===== src/lcf_defines.vh =====
// Register map, field layout, reset values and pulse counts of the loss-of-signal config bank
`ifndef LCF_DEFINES_VH
`define LCF_DEFINES_VH

// Printed offsets are register indices; byte address is four times the index
`define LCF_IDX_W 11
`define LCF_CFG_IDX_BASE 11'h00d
`define LCF_CFG_IDX_LAST 11'h3cd
`define LCF_CFG_IDX_STRIDE 11'h040
`define LCF_CFG_IDX_LOW 6'h0d
`define LCF_LINE_STAT_IDX 11'h400
`define LCF_TX_STAT_IDX 11'h401
`define LCF_MODE_IDX 11'h402

// Configuration register fields
`define LCF_CFG_RESET 8'h15
`define LCF_CRIT_BIT 7
`define LCF_LTHR_MSB 6
`define LCF_LTHR_LSB 4
`define LCF_TTHR_MSB 3
`define LCF_TTHR_LSB 2
`define LCF_TPER_MSB 1
`define LCF_TPER_LSB 0

// Mode register fields
`define LCF_MODE_RESET 3'h0
`define LCF_MODE_E1_BIT 0
`define LCF_MODE_MON_BIT 1
`define LCF_MODE_SE_BIT 2

// Transmit loss periods in pulse intervals
`define LCF_TPER_16 12'd16
`define LCF_TPER_32 12'd32
`define LCF_TPER_64 12'd64

// Line loss interval counts per criteria set and line mode
`define LCF_N_STD0_T1 12'd175
`define LCF_N_STD0_E1 12'd32
`define LCF_N_STD1_T1 12'd1544
`define LCF_N_STD1_E1 12'd2048

`endif


===== src/lcf_cfg_reg.v =====
// One channel's 8-bit loss-of-signal configuration register
`timescale 1ns/100ps
`default_nettype none
`include "lcf_defines.vh"

module lcf_cfg_reg (
  // Clock and reset
  input wire pclk,
  input wire presetn,
  // Write port
  input wire wr_en,
  input wire [7:0] wr_data,
  // Stored value
  output reg [7:0] cfg_reg
);

  always @(posedge pclk or negedge presetn) begin
    if (!presetn) begin
      cfg_reg <= `LCF_CFG_RESET;
    end else if (wr_en) begin
      cfg_reg <= wr_data;
    end
  end

endmodule
`default_nettype wire


===== src/lcf_loss_det.v =====
// Consecutive low-amplitude pulse interval counter with a sticky-until-pulse loss flag
`timescale 1ns/100ps
`default_nettype none

module lcf_loss_det #(
  parameter CNT_W = 12
) (
  // Clock and reset
  input wire pclk,
  input wire presetn,
  // Pulse interval strobe and comparator result
  input wire interval_tick,
  input wire amp_above,
  input wire [CNT_W-1:0] limit,
  // Loss indication
  output reg loss_reg
);

  reg [CNT_W-1:0] cnt_reg;
  reg [CNT_W-1:0] cnt_next;
  reg loss_next;

  always @* begin
    cnt_next = cnt_reg;
    loss_next = loss_reg;
    if (interval_tick) begin
      if (amp_above) begin
        // A pulse above threshold ends the run and clears the loss at once
        cnt_next = {CNT_W{1'b0}};
        loss_next = 1'b0;
      end else begin
        // Saturate so a long outage cannot wrap the count back to zero; the flag holds either way
        if (cnt_reg != {CNT_W{1'b1}}) begin
          cnt_next = cnt_reg + {{(CNT_W-1){1'b0}}, 1'b1};
        end
        if (cnt_next >= limit) begin
          loss_next = 1'b1;
        end
      end
    end
  end

  always @(posedge pclk or negedge presetn) begin
    if (!presetn) begin
      cnt_reg <= {CNT_W{1'b0}};
      loss_reg <= 1'b0;
    end else begin
      cnt_reg <= cnt_next;
      loss_reg <= loss_next;
    end
  end

endmodule
`default_nettype wire


===== src/lcf_top.v =====
// Loss-of-signal configuration bank: APB slave, per-channel config and loss detectors
//
// Behaviour
// - Each channel has an 8-bit read/write config register resetting to 15 hex.
// - Sixteen copies at index 00D to 3CD in steps of 40 hex.
// - Bit 7 picks the loss criteria set: 0 default set, 1 alternate set.
// - Line loss declared after N consecutive intervals below the line threshold.
// - N follows the criteria bit, not a separate field.
// - Bits 6..4 are the line threshold code, meaning depends on monitor mode.
// - Normal receive: codes 0..7 give 0.5 to 2.0 Vpp, default code 1.
// - Monitor mode: codes 0..3 give 1.0 to 2.2 Vpp, codes 4..7 reserved.
// - Transmit loss declared after the selected period below the transmit threshold.
// - Transmit loss clears as soon as one pulse exceeds the transmit threshold.
// - Bits 1..0 pick the period: 16, 32 or 64 pulses, default 32.
`timescale 1ns/100ps
`default_nettype none
`include "lcf_defines.vh"

module lcf_top #(
  parameter NUM_CH = 16,
  parameter CNT_W = 12,
  parameter [CNT_W-1:0] N_STD0_T1 = `LCF_N_STD0_T1,
  parameter [CNT_W-1:0] N_STD0_E1 = `LCF_N_STD0_E1,
  parameter [CNT_W-1:0] N_STD1_T1 = `LCF_N_STD1_T1,
  parameter [CNT_W-1:0] N_STD1_E1 = `LCF_N_STD1_E1
) (
  // Clock and reset
  input wire pclk,
  input wire presetn,
  // APB slave
  input wire psel,
  input wire penable,
  input wire pwrite,
  input wire [12:0] paddr,
  input wire [31:0] pwdata,
  input wire [3:0] pstrb,
  output reg [31:0] prdata,
  output reg pready,
  output reg pslverr,
  // Analog front end: per-channel pulse interval strobes and comparator results
  input wire [NUM_CH-1:0] line_interval_tick,
  input wire [NUM_CH-1:0] line_amp_above,
  input wire [NUM_CH-1:0] tx_interval_tick,
  input wire [NUM_CH-1:0] tx_amp_above,
  // Analog front end: threshold codes and interface mode
  output wire [3*NUM_CH-1:0] line_amp_threshold,
  output wire [2*NUM_CH-1:0] tx_amp_threshold,
  output wire [NUM_CH-1:0] loss_criteria_select,
  output reg e1_mode,
  output reg line_monitor_mode,
  output reg tx_single_ended,
  // Loss indications
  output wire [NUM_CH-1:0] line_signal_loss,
  output wire [NUM_CH-1:0] tx_signal_loss
);

  // Decoded access
  wire [`LCF_IDX_W-1:0] acc_idx;
  wire acc_aligned;
  wire acc_setup;
  wire acc_done;
  wire acc_wr;
  wire cfg_hit;
  wire [3:0] cfg_ch;

  // Register state
  reg [2:0] mode_reg;
  reg [2:0] mode_next;
  reg [31:0] prdata_next;
  reg pslverr_next;
  wire [7:0] cfg_q [0:NUM_CH-1];

  // Index lookup: config copies sit at the low offset of each 40 hex block
  function cfg_idx_hit;
    input [`LCF_IDX_W-1:0] idx;
    begin
      cfg_idx_hit = (idx >= `LCF_CFG_IDX_BASE) && (idx <= `LCF_CFG_IDX_LAST) &&
        (idx[5:0] == `LCF_CFG_IDX_LOW);
    end
  endfunction

  function [3:0] cfg_idx_ch;
    input [`LCF_IDX_W-1:0] idx;
    begin
      cfg_idx_ch = idx[9:6];
    end
  endfunction

  // Line loss interval count from criteria set and line mode
  function [CNT_W-1:0] line_limit;
    input crit;
    input e1;
    begin
      case ({crit, e1})
        2'b00: line_limit = N_STD0_T1;
        2'b01: line_limit = N_STD0_E1;
        2'b10: line_limit = N_STD1_T1;
        2'b11: line_limit = N_STD1_E1;
        default: line_limit = N_STD0_T1;
      endcase
    end
  endfunction

  // Transmit loss period in pulses; code 1x is 64 either way
  function [CNT_W-1:0] tx_limit;
    input [1:0] code;
    begin
      case (code)
        2'b00: tx_limit = `LCF_TPER_16;
        2'b01: tx_limit = `LCF_TPER_32;
        default: tx_limit = `LCF_TPER_64;
      endcase
    end
  endfunction

  assign acc_idx = paddr[12:2];
  assign acc_aligned = (paddr[1:0] == 2'b00);
  assign acc_setup = psel && !penable;
  // Completion edge: the only edge at which a write lands
  assign acc_done = psel && penable && pready;
  assign acc_wr = acc_done && pwrite && !pslverr && pstrb[0];
  assign cfg_hit = cfg_idx_hit(acc_idx);
  assign cfg_ch = cfg_idx_ch(acc_idx);

  // Per-channel register, detectors and front-end code routing
  genvar g;
  generate
    for (g = 0; g < NUM_CH; g = g + 1) begin : gen_ch
      wire [7:0] q;
      wire wr_ch;

      assign wr_ch = acc_wr && cfg_hit && (cfg_ch == g);

      lcf_cfg_reg u_cfg (
        .pclk(pclk),
        .presetn(presetn),
        .wr_en(wr_ch),
        .wr_data(pwdata[7:0]),
        .cfg_reg(q)
      );

      assign cfg_q[g] = q;

      // Criteria bit feeds the analog side and the line interval count
      assign loss_criteria_select[g] = q[`LCF_CRIT_BIT];
      // Code passes as stored; the front end reads it per monitor mode
      assign line_amp_threshold[3*g+2:3*g] = q[`LCF_LTHR_MSB:`LCF_LTHR_LSB];
      // Same code drives differential or single-ended comparator scales
      assign tx_amp_threshold[2*g+1:2*g] = q[`LCF_TTHR_MSB:`LCF_TTHR_LSB];

      lcf_loss_det #(
        .CNT_W(CNT_W)
      ) u_line_det (
        .pclk(pclk),
        .presetn(presetn),
        .interval_tick(line_interval_tick[g]),
        .amp_above(line_amp_above[g]),
        .limit(line_limit(q[`LCF_CRIT_BIT], mode_reg[`LCF_MODE_E1_BIT])),
        .loss_reg(line_signal_loss[g])
      );

      lcf_loss_det #(
        .CNT_W(CNT_W)
      ) u_tx_det (
        .pclk(pclk),
        .presetn(presetn),
        .interval_tick(tx_interval_tick[g]),
        .amp_above(tx_amp_above[g]),
        .limit(tx_limit(q[`LCF_TPER_MSB:`LCF_TPER_LSB])),
        .loss_reg(tx_signal_loss[g])
      );
    end
  endgenerate

  // Read data and error are formed in the setup cycle so they leave flops
  always @* begin
    prdata_next = prdata;
    // Error is only meaningful with ready, so it never outlives the access cycle
    pslverr_next = 1'b0;
    mode_next = mode_reg;
    if (acc_setup) begin
      prdata_next = 32'h0000_0000;
      pslverr_next = 1'b0;
      if (!acc_aligned) begin
        pslverr_next = 1'b1;
      end else if (cfg_hit) begin
        prdata_next = {24'h00_0000, cfg_q[cfg_ch]};
      end else if (acc_idx == `LCF_LINE_STAT_IDX) begin
        prdata_next[NUM_CH-1:0] = line_signal_loss;
        pslverr_next = pwrite;
      end else if (acc_idx == `LCF_TX_STAT_IDX) begin
        prdata_next[NUM_CH-1:0] = tx_signal_loss;
        pslverr_next = pwrite;
      end else if (acc_idx == `LCF_MODE_IDX) begin
        prdata_next[2:0] = mode_reg;
      end else begin
        pslverr_next = 1'b1;
      end
    end
    if (acc_wr && (acc_idx == `LCF_MODE_IDX)) begin
      mode_next = pwdata[2:0];
    end
  end

  always @(posedge pclk or negedge presetn) begin
    if (!presetn) begin
      prdata <= 32'h0000_0000;
      pready <= 1'b0;
      pslverr <= 1'b0;
      mode_reg <= `LCF_MODE_RESET;
      e1_mode <= 1'b0;
      line_monitor_mode <= 1'b0;
      tx_single_ended <= 1'b0;
    end else begin
      prdata <= prdata_next;
      pslverr <= pslverr_next;
      // Ready rises for exactly the one access cycle after setup
      pready <= acc_setup;
      mode_reg <= mode_next;
      e1_mode <= mode_next[`LCF_MODE_E1_BIT];
      line_monitor_mode <= mode_next[`LCF_MODE_MON_BIT];
      tx_single_ended <= mode_next[`LCF_MODE_SE_BIT];
    end
  end

endmodule
`default_nettype wire


===== config.mk =====
export PLATFORM = sky130hd
export DESIGN_NAME = lcf_top
export DESIGN_NICKNAME = d
export VERILOG_FILES = /design/src/lcf_cfg_reg.v /design/src/lcf_loss_det.v /design/src/lcf_top.v
export VERILOG_INCLUDE_DIRS = /design/src
export SDC_FILE = /design/constraint.sdc
export NUM_CORES = 2
export LEC_CHECK = 0
export BUFFER_PORTS_ARGS = -buffer_cell sky130_fd_sc_hd__buf_2
export CORE_ASPECT_RATIO = 1.1
export CORE_UTILIZATION = 36
export CTS_BUF_LIST = sky130_fd_sc_hd__clkbuf_16
export DETAILED_ROUTE_END_ITERATION = 10
export PLACE_DENSITY = 0.58
export SYNTH_ARGS = -nofsm -noshare
export SYNTH_HDL_FRONTEND = slang
export SYNTH_SLANG_ARGS = --single-unit

===== constraint.sdc =====
create_clock -name pclk -period 2.8 [get_ports pclk]
set_input_delay 0.56 -clock pclk [delete_from_list [all_inputs] [get_ports pclk]]
set_output_delay 0.56 -clock pclk [all_outputs]
set_load 0.02 [all_outputs]

==> results.sh <==
export IMPL_outcome="finished, final reports clean"
export IMPL_hold_ws_ns=0.196
export IMPL_grt_pass1_vias=32963
export IMPL_insertion_delay_ns=0.65
export IMPL_rows=127
export IMPL_die_width_um=320
export IMPL_setup_ws_ns=0.109
export IMPL_cts_htree_levels=3
export IMPL_timing_critical_path_fanout_max=5
export IMPL_num_io_pins=283
export IMPL_synth_top_area_share=0.323
export IMPL_cp_arrival_ns=3.21
export IMPL_syn_cell_area_um2=40000
export IMPL_synth_area_per_cell_um2=8.80
export IMPL_cts_sinks=565
export IMPL_start_kind="flip-flop"
export IMPL_endpoint_kind="flip-flop"
export IMPL_die_h_um=352
export IMPL_hp_class="input pin to flip-flop"
export IMPL_antenna_found_initial=19
export IMPL_drive_gt1_frac=0.221
export IMPL_place_inst=6084
export IMPL_gp_congestion=0.871
export IMPL_cp_startpoint="gen_ch[14].u_line_det.cnt_reg[0]$_DFFE_PN0P_"
export IMPL_maxCapViolCount=0
export IMPL_dp_slack_ns=0.00509
export IMPL_vdd_ir_drop_max_mv=0.362
export IMPL_ys_ff_latch=565
export IMPL_grt_pass1_wl_mm=183
export IMPL_fp_coreArea_um2=110000
export IMPL_nets=5103
export IMPL_fmax_mhz=372
export IMPL_synthTopCellsByArea="dfrtp_1, ha_1, a21oi_1"
export IMPL_initial_core_util=0.365
export IMPL_track_usage=0.203
export IMPL_synth_cells_most_frequent="dfrtp_1, a21oi_1, nand2_1, nor2_1, inv_1"
export IMPL_setup_violations=0
export IMPL_critical_path_class="flip-flop to flip-flop"
export IMPL_grt_setup_unrepaired="true"
export IMPL_worst_r2r_setup_slack_ns=0.11
export IMPL_yosysUniqueCellTypes=91
export IMPL_slew_headroom=0.517
export IMPL_hpwl_mm=85.6
export IMPL_firstDrtPassIters=6
export IMPL_finalWirelength_mm=115
export IMPL_hold_viol=0
export IMPL_grt_remaining_overflow=0
export IMPL_first_iter_violations=2265
export IMPL_viasPerCell=5.53
export IMPL_clkTransAtPathRegs_ns=0.06
export IMPL_power_density_nw_per_um2=475
export IMPL_yosys_area_top_type="dfrtp_1"
export IMPL_drc=0
export IMPL_clk_path_buf_depth=3
export IMPL_synth_edf_count=0
export IMPL_worst_pin_slew_ns=0.724
export IMPL_hp_start="line_amp_above[2]"
export IMPL_cts_root_buf="clkbuf_16"
export IMPL_numCtsBuffers=75
export IMPL_ant_nets=0
export IMPL_tritoncts="yes"
export IMPL_async_flop_share=1.00
export IMPL_stdcell_count=6248
export IMPL_syn_inst=4547
export IMPL_synth_most_common_cell="dfrtp_1"
export IMPL_yosys_warnings=0
export IMPL_dieArea_um2=112000
export IMPL_dpl_cell_area_um2=43200
export IMPL_timing_rr_start="gen_ch[14].u_line_det.cnt_reg[0]$_DFFE_PN0P_"
export IMPL_grt_start_max_net_pins=59
export IMPL_power_leakage_nw=21.0
export IMPL_wl_per_cell_um=18.5
export IMPL_syn2layout_area_growth_pct=15.1
export IMPL_finalSetupTns_ns=0
export IMPL_final_max_slew_viol_count=0
export IMPL_synth_ff_type="dfrtp_1"
export IMPL_dr_total_vias=34532
export IMPL_seq_area_frac_synth=0.355
export IMPL_io_buffer_count=239
export IMPL_nFillCells=10834
export IMPL_final_cell_area_um2=46000
export IMPL_cp_data_required_time_ns=3.32
export IMPL_period_share=0.961
export IMPL_skew_ns=0.0251
export IMPL_period_needed_ns=2.69
==> cells in the final DEF (no fill, tap or decap), types with 164 or more instances in the layout <==
| cell type | count |
|---|---|
| buf_4 | 281 |
| nand2_1 | 345 |
| nand3_1 | 199 |
| ha_1 | 215 |
| dfrtp_1 | 513 |
| a21oi_1 | 369 |
| mux2_2 | 164 |
| nor2_1 | 283 |
| inv_1 | 264 |
| buf_2 | 237 |
| o21ai_0 | 178 |
==> final timing paths <==
path / end / cells after the start
worst max-delay path: gen_ch[14].u_line_det.loss_reg$_DFFE_PN0P_ / 9
worst max register to register: gen_ch[14].u_line_det.loss_reg$_DFFE_PN0P_ / 9
worst min-delay path: gen_ch[2].u_line_det.cnt_reg[3]$_DFFE_PN0P_ / 2
worst min register to register: prdata[14]$_DFFE_PN0P_ / 2
min in group asynchronous: gen_ch[0].u_line_det.cnt_reg[6]$_DFFE_PN0P_ / 2
max in group asynchronous: gen_ch[8].u_cfg.cfg_reg[4]$_DFFE_PN1P_ / 3
==> worst max-delay path, stage by stage, from the launching register on <==
cell and delay, ns:
dfrtp_1 0.41, ha_1 0.22, and4_1 0.22, and3_2 0.25
nor3_1 0.26, xnor2_1 0.18, ha_1 0.26, a311oi_1 0.26
a31oi_1 0.14, o41a_1 0.37
==> power breakdown <==
| group | leakage [nW] | switching, mW | internal (mW) |
|---|---|---|---|
| Combinational | 12.2 | 1.86 | 1.46 |
| Sequential | 7.58 | 0.556 | 8.60 |
| Clock | 1.21 | 3.93 | 5.46 |
| Total | 21.0 | 6.35 | 15.5 |
==> cell families (layout without fill, tap and decap cells) <==
logic type / after synthesis / in the layout / synth area share
and+or+nand+nor: 1478 / 1478 / 0.189
AOI/OAI and AO/OA: 1218 / 1218 / 0.196
buffers and inverters: 661 / 919 / 0.0766
other: 1 / 25 / 0.0000937
DFF: 565 / 565 / 0.355
muxes: 257 / 257 / 0.0819
xor gates and xnor gates: 143 / 143 / 0.0313
adders and majority gates: 224 / 224 / 0.0700
==> per-stage QoR <==
stage,total power [mW],utilization
3_5_place_dp,12.5,0.394
6_report,21.9,0.420
2_1_floorplan,11.5,-
4_1_cts,22.1,0.416
3_3_place_gp,12.4,0.394
5_1_grt,23.0,0.420
==> repair_timing <==
action                                 4_1_cts  5_1_grt
pin swaps                                    0       24
buffers inserted                             0       18
resized for setup                            1       82
hold buffers                                 1        0
setup endpoints to repair                    1       22
endpoints found under the hold margin       34        0
==> area by class of cell <==
cell class              count  area, um2  area share
clock inverters            57        394     0.00856
clock buffers              79       1980      0.0429
inverters                 251        942      0.0205
well taps                1419       1780      0.0386
multi-input cells        3336      23200       0.503
diodes                      9       22.5    0.000489
repair buffers            532       3560      0.0773
flip-flops and latches    565      14200       0.309
==> per-layer routing <==
metal	vias to the layer above	part of all wire	GRT usage	wire length, um
li1	16959	-	-	-
met1	16783	0.46	0.269	53000
met2	642	0.46	0.333	53300
met3	136	0.059	0.0434	6810
met4	12	0.019	0.0530	2200
met5	-	0.00060	0	69
Note: power is estimated with default switching activity, not from simulation.
